<file path="src/verilog/pcdb_defs.svh">
`ifndef PCDB_DEFS_SVH
`define PCDB_DEFS_SVH

// ***************************************************************
// register offsets (16-bit word addresses on the plain port)
// ***************************************************************
`define PCDB_OFF_PLL_CTRL 16'h1C86
`define PCDB_OFF_PRESCALER 16'h1C8A
`define PCDB_OFF_SYS1 16'h1C8C
`define PCDB_OFF_SYS2 16'h1C8E
`define PCDB_OFF_SYS3 16'h1C90
`define PCDB_OFF_AUX 16'h1C92

// ***************************************************************
// field positions
// ***************************************************************
`define PCDB_ENABLE_BIT 15
`define PCDB_RATIO_MSB 4
`define PCDB_PATH_BIT 0

// ***************************************************************
// reset values
// ***************************************************************
`define PCDB_RST_PRE_RATIO 5'h00
`define PCDB_RST_PRE_EN 1'b1
`define PCDB_RST_SYS_RATIO 5'h03
`define PCDB_RST_SYS_EN 1'b1
`define PCDB_RST_AUX_RATIO 5'h00
`define PCDB_RST_AUX_EN 1'b0
`define PCDB_RST_PATH 1'b0

// ***************************************************************
// post-divider ratio codes
// ***************************************************************
`define PCDB_CODE_DIV1 5'h00
`define PCDB_CODE_DIV2 5'h01
`define PCDB_CODE_DIV4 5'h03

`endif

</file>
<file path="src/verilog/pcdb_pkg.sv">
package pcdb_pkg;

  typedef logic [4:0] pcdb_ratio_t;

  typedef enum logic [0:0]
  {
    PCDB_PATH_BYPASS = 1'b0,
    PCDB_PATH_PLL = 1'b1
  } pcdb_path_t;

endpackage
</file>
<file path="src/verilog/pcdb_clock_bank.sv">
// Function
// prescaler 5-bit ratio, n divides n+1
// first divider makes system clock one
// divider one enable bit 15, reset 1
// divider one codes 1,2,4; reset 00011
// second divider makes system clock two
// divider two enable bit 15, reset 1
// divider two codes 1,2,4; reset 00011
// third divider makes system clock three
// divider three enable bit 15, reset 1
// divider three codes 1,2,4; reset 00011
// bits 14:5 read zero, writes ignored
// software avoids reserved post-divider codes
// aux divider fed from oscillator only
// bypass skips prescaler and pll
// prescaler enable bit 15, reset 1
// disabled holds static; change at boundary
// reserved code keeps previous valid ratio
//
// Decided for this implementation: the address-and-strobe port.
`timescale 1ns/1ps
`include "pcdb_defs.svh"

module pcdb_clock_bank
#(
  parameter int RATIO_W = 5
)
(
  // clock and reset
  input wire logic clock,
  input wire logic reset_n,
  // clock sources as one-cycle ticks
  input wire logic ref_tick,
  input wire logic pll_tick,
  // register port
  input wire logic [15:0] reg_addr,
  input wire logic [15:0] reg_wdata,
  input wire logic reg_write,
  input wire logic reg_read,
  output logic [15:0] reg_rdata,
  // prescaler output towards the pll
  output logic prescaler_tick,
  // system clocks as enable pulses and levels
  output logic system_clock_one,
  output logic system_clock_two,
  output logic system_clock_three,
  output logic sys1_tick,
  output logic sys2_tick,
  output logic sys3_tick,
  // auxiliary output
  output logic aux_clock_output,
  output logic aux_tick
);

  typedef struct packed
  {
    pcdb_pkg::pcdb_ratio_t prescaler_ratio;
    logic prescaler_enable;
    pcdb_pkg::pcdb_ratio_t sys1_div_ratio;
    logic sys1_div_enable;
    pcdb_pkg::pcdb_ratio_t sys2_div_ratio;
    logic sys2_div_enable;
    pcdb_pkg::pcdb_ratio_t sys3_div_ratio;
    logic sys3_div_enable;
    pcdb_pkg::pcdb_ratio_t aux_osc_divider;
    logic aux_osc_enable;
    pcdb_pkg::pcdb_path_t pll_path_select;
    logic [15:0] rdata;
  } pcdb_bank_state_t;

  pcdb_bank_state_t state;
  pcdb_bank_state_t next_state;
  logic post_src_tick;

  // ***************************************************************
  // helpers
  // ***************************************************************
  function automatic logic pcdb_code_ok(input logic [4:0] code);
    pcdb_code_ok = (code == `PCDB_CODE_DIV1) || (code == `PCDB_CODE_DIV2) || (code == `PCDB_CODE_DIV4);
  endfunction

  function automatic logic [15:0] pcdb_pack(input logic en, input logic [4:0] ratio);
    logic [15:0] word;
    word = '0;
    word[`PCDB_ENABLE_BIT] = en;
    word[`PCDB_RATIO_MSB:0] = ratio;
    pcdb_pack = word;
  endfunction

  // ***************************************************************
  // register file
  // ***************************************************************
  always_comb
  begin
    next_state = state;
    if (reg_write)
    begin
      case (reg_addr)
        `PCDB_OFF_PLL_CTRL:
        begin
          next_state.pll_path_select = pcdb_pkg::pcdb_path_t'(reg_wdata[`PCDB_PATH_BIT]);
        end
        `PCDB_OFF_PRESCALER:
        begin
          next_state.prescaler_enable = reg_wdata[`PCDB_ENABLE_BIT];
          next_state.prescaler_ratio = reg_wdata[`PCDB_RATIO_MSB:0];
        end
        `PCDB_OFF_SYS1:
        begin
          next_state.sys1_div_enable = reg_wdata[`PCDB_ENABLE_BIT];
          if (pcdb_code_ok(reg_wdata[`PCDB_RATIO_MSB:0]))
          begin
            // reserved codes are dropped, the old ratio stays
            next_state.sys1_div_ratio = reg_wdata[`PCDB_RATIO_MSB:0];
          end
        end
        `PCDB_OFF_SYS2:
        begin
          next_state.sys2_div_enable = reg_wdata[`PCDB_ENABLE_BIT];
          if (pcdb_code_ok(reg_wdata[`PCDB_RATIO_MSB:0]))
          begin
            next_state.sys2_div_ratio = reg_wdata[`PCDB_RATIO_MSB:0];
          end
        end
        `PCDB_OFF_SYS3:
        begin
          next_state.sys3_div_enable = reg_wdata[`PCDB_ENABLE_BIT];
          if (pcdb_code_ok(reg_wdata[`PCDB_RATIO_MSB:0]))
          begin
            next_state.sys3_div_ratio = reg_wdata[`PCDB_RATIO_MSB:0];
          end
        end
        `PCDB_OFF_AUX:
        begin
          next_state.aux_osc_enable = reg_wdata[`PCDB_ENABLE_BIT];
          next_state.aux_osc_divider = reg_wdata[`PCDB_RATIO_MSB:0];
        end
        default:
        begin
          next_state.rdata = state.rdata;
        end
      endcase
    end
    next_state.rdata = '0;
    if (reg_read)
    begin
      case (reg_addr)
        `PCDB_OFF_PLL_CTRL:
        begin
          next_state.rdata = {15'h0000, state.pll_path_select};
        end
        `PCDB_OFF_PRESCALER:
        begin
          next_state.rdata = pcdb_pack(state.prescaler_enable, state.prescaler_ratio);
        end
        `PCDB_OFF_SYS1:
        begin
          next_state.rdata = pcdb_pack(state.sys1_div_enable, state.sys1_div_ratio);
        end
        `PCDB_OFF_SYS2:
        begin
          next_state.rdata = pcdb_pack(state.sys2_div_enable, state.sys2_div_ratio);
        end
        `PCDB_OFF_SYS3:
        begin
          next_state.rdata = pcdb_pack(state.sys3_div_enable, state.sys3_div_ratio);
        end
        `PCDB_OFF_AUX:
        begin
          next_state.rdata = pcdb_pack(state.aux_osc_enable, state.aux_osc_divider);
        end
        default:
        begin
          next_state.rdata = 16'h0000;
        end
      endcase
    end
  end

  always_ff @(posedge clock or negedge reset_n)
  begin
    if (!reset_n)
    begin
      state.prescaler_ratio <= `PCDB_RST_PRE_RATIO;
      state.prescaler_enable <= `PCDB_RST_PRE_EN;
      state.sys1_div_ratio <= `PCDB_RST_SYS_RATIO;
      state.sys1_div_enable <= `PCDB_RST_SYS_EN;
      state.sys2_div_ratio <= `PCDB_RST_SYS_RATIO;
      state.sys2_div_enable <= `PCDB_RST_SYS_EN;
      state.sys3_div_ratio <= `PCDB_RST_SYS_RATIO;
      state.sys3_div_enable <= `PCDB_RST_SYS_EN;
      state.aux_osc_divider <= `PCDB_RST_AUX_RATIO;
      state.aux_osc_enable <= `PCDB_RST_AUX_EN;
      state.pll_path_select <= pcdb_pkg::PCDB_PATH_BYPASS;
      state.rdata <= 16'h0000;
    end
    else
    begin
      state <= next_state;
    end
  end

  assign reg_rdata = state.rdata;

  // ***************************************************************
  // clock path
  // ***************************************************************
  // prescaler feeds the pll reference; the pll itself lives outside
  pcdb_divider #(.RATIO_W(RATIO_W)) u_prescaler
  (
    .clock(clock),
    .reset_n(reset_n),
    .tick_in(ref_tick),
    .enable(state.prescaler_enable),
    .ratio(state.prescaler_ratio),
    .tick_out(prescaler_tick),
    // the pll only needs the tick, the level has no consumer here
    .clk_level()
  );

  // bypass takes the reference straight, skipping prescaler and pll
  assign post_src_tick = (state.pll_path_select == pcdb_pkg::PCDB_PATH_PLL) ? pll_tick : ref_tick;

  // the three post-dividers share one source in either mode
  pcdb_divider #(.RATIO_W(RATIO_W)) u_sys1
  (
    .clock(clock),
    .reset_n(reset_n),
    .tick_in(post_src_tick),
    .enable(state.sys1_div_enable),
    .ratio(state.sys1_div_ratio),
    .tick_out(sys1_tick),
    .clk_level(system_clock_one)
  );

  pcdb_divider #(.RATIO_W(RATIO_W)) u_sys2
  (
    .clock(clock),
    .reset_n(reset_n),
    .tick_in(post_src_tick),
    .enable(state.sys2_div_enable),
    .ratio(state.sys2_div_ratio),
    .tick_out(sys2_tick),
    .clk_level(system_clock_two)
  );

  pcdb_divider #(.RATIO_W(RATIO_W)) u_sys3
  (
    .clock(clock),
    .reset_n(reset_n),
    .tick_in(post_src_tick),
    .enable(state.sys3_div_enable),
    .ratio(state.sys3_div_ratio),
    .tick_out(sys3_tick),
    .clk_level(system_clock_three)
  );

  // aux divider never sees the pll output
  pcdb_divider #(.RATIO_W(RATIO_W)) u_aux
  (
    .clock(clock),
    .reset_n(reset_n),
    .tick_in(ref_tick),
    .enable(state.aux_osc_enable),
    .ratio(state.aux_osc_divider),
    .tick_out(aux_tick),
    .clk_level(aux_clock_output)
  );

endmodule

</file>
<file path="src/verilog/pcdb_divider.sv">
`timescale 1ns/1ps
`include "pcdb_defs.svh"

module pcdb_divider
#(
  parameter int RATIO_W = 5
)
(
  // clock and reset
  input wire logic clock,
  input wire logic reset_n,
  // source tick
  input wire logic tick_in,
  // control
  input wire logic enable,
  input wire logic [RATIO_W-1:0] ratio,
  // divided output
  output logic tick_out,
  output logic clk_level
);

  typedef struct packed
  {
    logic [RATIO_W-1:0] count;
    logic [RATIO_W-1:0] active;
    logic tick;
    logic level;
  } pcdb_div_state_t;

  pcdb_div_state_t state;
  pcdb_div_state_t next_state;

  // ***************************************************************
  // counter: terminal count is ratio, so n divides by n+1
  // ***************************************************************
  always_comb
  begin
    next_state = state;
    next_state.tick = 1'b0;
    if (!enable)
    begin
      // disabled output rests low, counter parked at a boundary
      next_state.count = '0;
      next_state.level = 1'b0;
      next_state.active = ratio;
    end
    else if (tick_in)
    begin
      if (state.count >= state.active)
      begin
        next_state.count = '0;
        next_state.tick = 1'b1;
        // new ratio loaded at the period boundary, or every cycle while disabled
        next_state.active = ratio;
        next_state.level = 1'b1;
      end
      else
      begin
        next_state.count = state.count + 1'b1;
        if (state.count == (state.active >> 1))
        begin
          next_state.level = 1'b0;
        end
      end
      if (state.active == '0)
      begin
        // divide by one follows the source tick
        next_state.level = 1'b1;
      end
    end
  end

  always_ff @(posedge clock or negedge reset_n)
  begin
    if (!reset_n)
    begin
      state <= '0;
    end
    else
    begin
      state <= next_state;
    end
  end

  assign tick_out = state.tick;
  assign clk_level = state.level;

endmodule

</file>
<file path="config.mk">
export PLATFORM = sky130hd
export DESIGN_NAME = pcdb_clock_bank
export DESIGN_NICKNAME = d
export VERILOG_FILES = /design/src/verilog/pcdb_pkg.sv /design/src/verilog/pcdb_clock_bank.sv /design/src/verilog/pcdb_divider.sv
export VERILOG_INCLUDE_DIRS = /design/src /design/src/verilog
export SDC_FILE = /design/constraint.sdc
export NUM_CORES = 1
export LEC_CHECK = 0
export BUFFER_PORTS_ARGS = -buffer_cell sky130_fd_sc_hd__buf_2
export CAP_MARGIN = 20
export CORE_ASPECT_RATIO = 0.7
export CORE_MARGIN = 5
export CORE_UTILIZATION = 32
export DETAILED_ROUTE_END_ITERATION = 16
export PLACE_DENSITY_LB_ADDON = 0.3
export RECOVER_POWER = 25
export SYNTH_ARGS = -nofsm -noshare
export SYNTH_HDL_FRONTEND = slang
export SYNTH_SLANG_ARGS = --single-unit
</file>
<file path="constraint.sdc">
create_clock -name clock -period 2.5 [get_ports clock]
set_clock_uncertainty 0.15 [all_clocks]
set_input_delay 0.5 -clock clock [delete_from_list [all_inputs] [get_ports clock]]
set_output_delay 0.5 -clock clock [all_outputs]
set_load 0.02 [all_outputs]
</file>
==> reports/qor.csv, run 1 <==
metric,value,unit
clock period minus worst slack,2.36,ns
Buf/Inv on CP,2,
Synth area leader,dfrtp_1,
1st-iter DRT viols,164,
reg2reg end,u_prescaler.state[7],
Syn. warnings,0,
Die W,161,um
Initial Util,32.9,%
maximum clock rate,0.423,GHz
cells along the critical path,inv_1 > ha_1 > nand2b_1 > a211o_1 > a31o_2 > a211oi_1 > buf_4 > mux2_2,
Crit-path slowest cell,dfrtp_1,
max_cap viols,0,
post-cts hold buffer count,0,
Post-synth EDFFs,0,
synthesized flop and latch total,96,
GR Util All Layers,13.1,%
"Clk Latency, worst-skew pair",0.35,ns
DR DRC count,0,
via count,3652,
Mapped Cells,473,
first-pass GRT wire length,19500,um
Hold Path Stages,2,
H-tree Lvls,3,
DRT antenna net count,0,
"delay-heaviest family, CP",compound AO/OA/AOI/OAI gates,
slew margin rel.,11.9,%
"commonest non-fill, non-tap cells in the layout","dfrtp_1, mux2_2, inv_1, buf_2, nand2_1",
worst r2r path cells,8,
CP max stage delay,0.40,ns
io pins,63,
clk root buf,clkbuf_16,
clk sinks,96,
outcome,"finished, final reports clean",
Syn Area/Cell,10.8,um2
Syn-to-layout area delta,15.8,%
routability congestion estimate,0.817,
Post-synth top flop,dfrtp_1,
PortBufs,42,
"wirelength, routed",11500,um
Hold EP,state[22],
ys async rst share,100,%
Leak Pwr,0.00281,uW
Fin. Hold Viols,0,
crit end category,flip-flop,
Synth cell types,63,
Final Setup Violations,0,
dpl hpwl,8750,um
"Reg clk slew, reported paths",0.07,ns
slack of the worst reg-to-reg path,0.14,ns
cell area after layout,0.00594,mm2
Worst EP required,2.64,ns
Core ar.,0.0156,mm2
Final nets,595,
CTS tree,done,
Total Negative Setup Slacks,0,ns
Die Span Y,116,um
PwrDens,534,mW/mm2
Post-CTS Setup Bufs,0,
clock buffer depth,2,
Min-Delay Startpoint,reg_wdata[4],
# diodes,0,
area post-placement,0.00562,mm2
DR WL/cell,15.7,um
crit start category,flip-flop,
GRT overflow,0,
Least-Margin Pin Slew,1.32,ns
share of layout cells above drive strength 1,25.6,%
initial antenna violation count,0,
Mapped Area,0.00513,mm2
Yosys top cell area share,42.0,%
vias in the first global route,3754,
FF-to-FF Start,u_prescaler.state[7],
drt first pass iters,4,
"Seq/Total Area, Yosys",47.1,%
FP Rows,38,
"Period Utilization, post-route",94.6,%
total CTS buffers,9,
Synth area leaders,"dfrtp_1, mux2_2, ha_1",
RSZ-0062 raised after global routing,no,
die area,0.0187,mm2
Final Max Slew Viols,0,
via density per instance,4.99,
"most common cell after layout, fill and taps aside",dfrtp_1,
peak supply drop,0.345,mV
Setup Crit Path Kind,reg -> reg,
Worst Hold Class,in -> reg,
CP Max Fanout,5,
maximum number of pins on one net before global-route repair,97,
WP data arrival,2.50,ns
==> worst max path at each step <==
stage	startpoint	end	slack, ns	cells after the start
6_report	u_prescaler.state[7]	u_prescaler.state[7]	0.14	8
5_1_grt	u_sys2.state[7]	u_sys2.state[2]	0.05	7
4_1_cts	u_prescaler.state[7]	u_prescaler.state[4]	0.05	7
3_5_place_dp	u_prescaler.state[7]	u_prescaler.state[2]	0.06	7
3_3_place_gp	u_prescaler.state[7]	u_prescaler.state[2]	0.11	7
2_1_floorplan	u_prescaler.state[7]	u_prescaler.state[2]	0.25	7
==> cell families (layout without fill, tap and decap cells) <==
| kind of cell | Yosys count | in the layout | synth area share, % |
|---|---|---|---|
| buffers and inverters | 63 | 113 | 5.85 |
| muxes | 49 | 49 | 10.7 |
| AOI/OAI and AO/OA | 96 | 96 | 13.2 |
| DFF | 96 | 96 | 47.1 |
| other | 1 | 10 | 0.0731 |
| adders and majority gates | 30 | 30 | 7.32 |
| xor gates and xnor gates | 19 | 19 | 3.24 |
| and+or+nand+nor | 119 | 119 | 12.5 |
==> repair_timing <==
item	in CTS	in global routing
resized for setup	0	1
endpoints found under the hold margin	0	0
setup endpoints to repair	0	5
==> per-layer routing <==
layer | vias up | wire length (um) | global-route usage (%)
met4 | 0 | 146 | 3.18
met3 | 10 | 507 | 3.84
met1 | 1770 | 5870 | 18.8
met2 | 84 | 4970 | 19.7
li1 | 1788 | - | -
met5 | - | 0 | 0
==> synthesized netlist by cell type (4+ instances only) <==
cell	count
o31a_1	5
xnor2_1	4
or4_1	4
dfrtp_1	86
mux2_2	44
a22oi_1	10
inv_1	41
dfstp_2	10
ha_1	30
a22o_1	4
nor2_1	7
nor3_1	15
and2_1	11
nand2_1	32
xor2_1	15
a21o_1	8
a21oi_1	11
o21ai_0	19
nand3_1	15
nand2b_1	4
nor2b_1	9
a31oi_1	6
buf_4	16
nand4_1	5
==> final cells by class <==
class,instances,area [um2]
multi-input combinational,323,2460
tap,200,250
clock buffer,9,225
clock inverter,7,95.1
inverter,42,158
sequential,96,2410
timing repair buffer,55,335
fill,1515,9660
==> flip-flops by register name (all words and copies together) (netlist names), 6 cells and up <==
| register | flops |
|---|---|
| reg_rdata | 6 |
| state | 31 |
| u_aux.state | 10 |
| u_prescaler.state | 10 |
| u_sys1.state | 10 |
| u_sys2.state | 10 |
| u_sys3.state | 10 |
==> power breakdown <==
| part | switching (uW) | leakage [uW] | total, uW | internal [uW] |
|---|---|---|---|---|
| Combinational | 91.9 | 0.00137 | 131 | 38.6 |
| Clock | 609 | 0.000156 | 1490 | 878 |
| Sequential | 0.665 | 0.00129 | 1560 | 1560 |
| Total | 701 | 0.00281 | 3170 | 2470 |
==> stage by stage <==
step | power [uW] | std cells | hold slack [ns] | worst slack, ns | utilization (%)
6_report | 3170 | 732 | 0.269 | 0.136 | 38.1
5_1_grt | 3310 | 732 | 0.258 | 0.0479 | 38.1
4_1_cts | 3230 | 732 | 0.0719 | 0.0486 | 38.1
3_5_place_dp | 1720 | 716 | 0.344 | 0.0616 | 36.1
3_3_place_gp | 1720 | 716 | 0.341 | 0.109 | 36.1
2_1_floorplan | 1640 | 482 | 0.0544 | 0.252 | -
==> worst reg2reg max path, delay by kind of cell, from the launching register on <==
family | cells | cell delay [ns]
AOI/OAI and AO/OA | 3 | 0.96
DFF | 1 | 0.40
buffers and inverters | 2 | 0.29
adders and majority gates | 1 | 0.22
and+or+nand+nor | 1 | 0.14
muxes | 1 | 0.14
Note: power is estimated with default switching activity, not from simulation.
==> run 2, diff against run 1 <==
ABC_AREA = 1   (was not set)
HOLD_SLACK_MARGIN = 0.06   (was not set)
==> reports/qor.csv, run 2 <==
metric,value,unit
outcome,"finished, final reports clean",
Least-Margin Pin Slew,0.711,ns
final core occ,37.0,%
Mapped Cells,668,
Final Setup Violations,0,
Final nets,779,
cell area after layout,0.00606,mm2
Syn Area/Cell,8.04,um2
Setup Crit Path Kind,reg -> reg,
FF-to-FF Start,u_prescaler.state[9],
Synth area leader,dfrtp_1,
clk root buf,clkbuf_16,
slack of the worst reg-to-reg path,0.48,ns
Hold EP,state[29],
Final Max Slew Viols,0,
Mapped Area,0.00537,mm2
Die Span Y,118,um
Die W,165,um
most numerous cell in the Yosys netlist,nand2_1,
ys async rst share,100,%
WP data arrival,2.14,ns
PortBufs,42,
"wirelength, routed",12600,um
pre-CTS setup slack,0.397,ns
Syn. warnings,0,
Initial Util,32.8,%
"Clk Latency, worst-skew pair",0.34,ns
Post-synth EDFFs,0,
Worst Hold Class,in -> reg,
worst r2r path cells,8,
DR DRC count,0,
PwrDens,493,mW/mm2
CP Max Fanout,5,
DR WL/cell,13.4,um
clock buffer depth,2,
"Seq/Total Area, Yosys",44.9,%
maximum clock rate,0.496,GHz
post-route setup slack,0.484,ns
via density per instance,4.60,
Top reg by flops,state,
initial antenna violation count,0,
crit end category,flip-flop,
die area,0.0195,mm2
total CTS buffers,9,
"Reg clk slew, reported paths",0.06,ns
Synth cell types,37,
max_cap viols,0,
clock period minus worst slack,2.02,ns
slew margin rel.,52.6,%
first-pass GRT wire length,21500,um
flip-flop count of the largest register after layout,31,
crit start category,flip-flop,
Worst Hold Slack,0.266,ns
GRT overflow,0,
Min-Delay Startpoint,reg_wdata[15],
"commonest non-fill, non-tap cells in the layout","nand2_1, inv_1, dfrtp_1",
routability congestion estimate,0.865,
# diodes,0,
Synth area leaders,"dfrtp_1, nand2_1, ha_1",
Syn-to-layout area delta,12.9,%
drt first pass iters,5,
GR Util All Layers,13.8,%
1st-iter DRT viols,375,
Yosys top cell area share,40.0,%
CTS tree,done,
"Period Utilization, post-route",80.6,%
dpl hpwl,9790,um
RSZ-0062 raised after global routing,no,
FP Rows,39,
Leak Pwr,0.00299,uW
reg2reg end,u_prescaler.state[2],
maximum number of pins on one net before global-route repair,52,
peak supply drop,0.313,mV
io pins,63,
share of layout cells above drive strength 1,13.7,%
Worst EP required,2.63,ns
H-tree Lvls,3,
Hold Path Stages,3,
clk sinks,96,
Core ar.,0.0164,mm2
via count,4327,
DRT antenna net count,0,
Post-synth top flop,dfrtp_1,
synthesized flop and latch total,96,
synth cell count leaders,"nand2_1, inv_1, dfrtp_1, nand3_1, o21ai_0",
Fin. Hold Viols,0,
vias in the first global route,4128,
Total Negative Setup Slacks,0,ns
"most common cell after layout, fill and taps aside",nand2_1,
area post-placement,0.00579,mm2
[run 2: changes by cell type after synthesis, moves of 35 or more]
| cell | change |
|---|---|
| nand2_1 | +119 |
| nand3_1 | +47 |
| o21ai_0 | +36 |
| inv_1 | +47 |
| nor2_1 | +35 |
| mux2_2 | -44 |
[run 2: critical path: stages, from the launching register on]
cell and delay [ns]:
dfrtp_1 0.45, ha_1 0.32, nand2_1 0.06, inv_1 0.03, o21ai_0 0.15, nand2_1 0.09
o21ai_0 0.46, nand3_1 0.14, nand2_1 0.09
[run 2: report_power, final]
part	internal (uW)	total (uW)	switching, uW
sequential	1560	1560	1.04
clock	730	1290	557
combinational	36.8	146	109
[run 2: worst max-delay path by stage]
stage | start | endpoint | slack [ns]
3_3_place_gp | reg_addr[13] | reg_rdata[15] | 0.42
4_1_cts | u_prescaler.state[9] | u_prescaler.state[2] | 0.48
6_report | u_prescaler.state[9] | u_prescaler.state[2] | 0.48
5_1_grt | u_prescaler.state[9] | u_prescaler.state[2] | 0.20
3_5_place_dp | reg_addr[13] | reg_rdata[4] | 0.40
2_1_floorplan | u_aux.state[9] | u_aux.state[3] | 0.78
[run 2: logic make-up after synthesis]
logic type	share of synthesized area (%)
buf+inv	9.78
compound gates	10.5
flops	44.9
fa+ha+maj	6.98
simple gates	25.0
xor+xnor	2.77
other cells	0.0698
[run 2: stage by stage]
stage                     instances  power [uW]
final                           941        2990
after global routing            941        3120
after CTS                       941        3040
after detailed placement        924        1740
after global placement          924        1740
after floorplan                 677        1660
[run 2: final cells by class]
type | count | area (um2)
Fill cell | 1739 | 10300
Inverter | 92 | 345
Sequential cell | 96 | 2410
Tap cell | 225 | 282
Clock buffer | 15 | 268
Multi-Input combinational cell | 461 | 2470
Clock inverter | 1 | 5.00
Timing Repair Buffer | 51 | 283
[run 2: routing by layer]
| layer | share of wire (%) | global-route usage (%) |
|---|---|---|
| met1 | 58 | 23.1 |
| met2 | 36 | 17.1 |
| met3 | 5.2 | 3.51 |
| met4 | 0.72 | 2.96 |
| met5 | 0 | 0 |
[run 2: repair_timing]
| action | CTS | global route |
|---|---|---|
| setup buffers | 0 | 0 |
| hold endpoints to repair | 22 | 0 |
| hold buffers | 1 | 0 |
| resized for setup | 0 | 0 |
==> run 3, diff against run 2 <==
clock period = 1.9 ns   (was 2.5 ns; I/O delays follow)
==> reports/qor.csv, run 3 (synthesized netlist as in run 2, its figures left out) <==
metric,value,unit
CP Max Fanout,5,
clock period minus worst slack,1.86,ns
"wirelength, routed",13500,um
worst r2r path cells,8,
Fin. Hold Viols,0,
register area,0.00241,mm2
total CTS buffers,9,
via count,4534,
flip-flop count of the largest register after layout,31,
final core occ,41.2,%
Initial Util,32.8,%
DR WL/cell,13.4,um
share of layout cells above drive strength 1,26.0,%
Hold EP,state[29],
peak supply drop,0.337,mV
Die Span Y,118,um
slack of the worst reg-to-reg path,0.04,ns
"most common cell after layout, fill and taps aside",nand2_1,
WP data arrival,1.98,ns
Final Setup Violations,0,
Final Max Slew Viols,0,
GR Util All Layers,14.2,%
"Reg clk slew, reported paths",0.07,ns
# diodes,0,
maximum clock rate,0.538,GHz
"Clk Latency, worst-skew pair",0.34,ns
1st-iter DRT viols,315,
filler-free cell count of the finished design,1006,
Die W,165,um
max_cap viols,0,
clk root buf,clkbuf_16,
PwrDens,579,mW/mm2
Final nets,844,
Min-Delay Startpoint,reg_wdata[15],
initial antenna violation count,0,
RSZ-0062 raised after global routing,yes,
crit end category,flip-flop,
Least-Margin Pin Slew,0.751,ns
"commonest non-fill, non-tap cells in the layout","nand2_1, dfrtp_1, inv_1",
Worst EP required,2.02,ns
maximum number of pins on one net before global-route repair,35,
PortBufs,42,
vias in the first global route,4270,
io pins,63,
slew margin rel.,49.9,%
clock buffer depth,2,
area post-placement,0.00622,mm2
DRT antenna net count,0,
Filler Cells Inserted,1725,
FP Rows,39,
"Power, Total",3910,uW
routability congestion estimate,0.855,
CTS tree,done,
Top reg by flops,state,
via density per instance,4.51,
cell area after layout,0.00676,mm2
reg2reg end,u_sys2.state[4],
Syn-to-layout area delta,25.7,%
die area,0.0195,mm2
drt first pass iters,7,
Worst Hold Class,in -> reg,
Total Negative Setup Slacks,0,ns
outcome,"finished, final reports clean",
FF-to-FF Start,u_sys2.state[6],
dpl cells,977,
Hold Path Stages,3,
Setup Crit Path Kind,reg -> reg,
area of the multi-input gates,0.00268,mm2
DR DRC count,0,
GRT overflow,0,
clk sinks,96,
"Period Utilization, post-route",97.8,%
Core ar.,0.0164,mm2
dpl hpwl,10300,um
H-tree Lvls,3,
Leak Pwr,0.00333,uW
crit start category,flip-flop,
first-pass GRT wire length,22100,um
[run 3: worst max-delay path by stage]
stage	startpoint	endpoint	slack [ns]	cells past startpoint
global placement	u_aux.state[6]	u_aux.state[6]	0.03	8
global route	u_sys2.state[6]	u_sys2.state[4]	-0.06	8
finish	u_sys2.state[6]	u_sys2.state[4]	0.04	8
floorplan	u_aux.state[9]	u_aux.state[3]	0.18	7
detailed placement	u_aux.state[6]	u_aux.state[5]	-0.003	8
CTS	u_sys2.state[3]	u_sys2.state[6]	0.01	9
[run 3: where the power goes]
group	internal (uW)	switching [uW]	total, uW	leakage [uW]
clock	885	766	1650	0.000130
combinational	60.7	153	214	0.00190
sequential	2050	1.29	2050	0.00130
[run 3: critical path, cell delays in order, from the launching register on]
cell and delay, ns:
dfrtp_1 0.37, inv_2 0.06, ha_4 0.28, nand2_2 0.05
o211ai_1 0.41, nand2_2 0.18, nand2_4 0.14, nand2_1 0.06
o21ai_1 0.07
[run 3: stage by stage]
stage / setup slack [ns] / hold slack [ns]
2_1_floorplan: 0.181 / -0.0656
3_3_place_gp: 0.0255 / 0.131
3_5_place_dp: -0.00259 / 0.129
4_1_cts: 0.0120 / 0.138
5_1_grt: -0.0608 / 0.164
6_report: 0.0423 / 0.157
[run 3: layer usage]
metal | wire length (um) | track usage, % | share of wire (%) | vias up
li1 | - | - | - | 2377
met5 | 0 | 0 | 0 | -
met2 | 5320 | 18.3 | 39 | 82
met4 | 117 | 2.81 | 0.87 | 0
met3 | 645 | 3.13 | 4.8 | 11
met1 | 7430 | 23.5 | 55 | 2064
[run 3: cell type report]
class	instances	area share (%)
Clock buffer	12	3.50
Clock inverter	4	0.352
Inverter	92	5.11
Multi-Input combinational cell	463	39.7
Sequential cell	96	35.7
Tap cell	225	4.17
Timing Repair Buffer	114	11.5
[run 3: repair_timing]
item,4_1_cts,5_1_grt
hold buffers,1,0
setup buffers,0,10
endpoints found under the setup margin,7,51
hold endpoints to repair,14,0
resized for setup,3,64
gates cloned,0,2
pin swaps,0,26
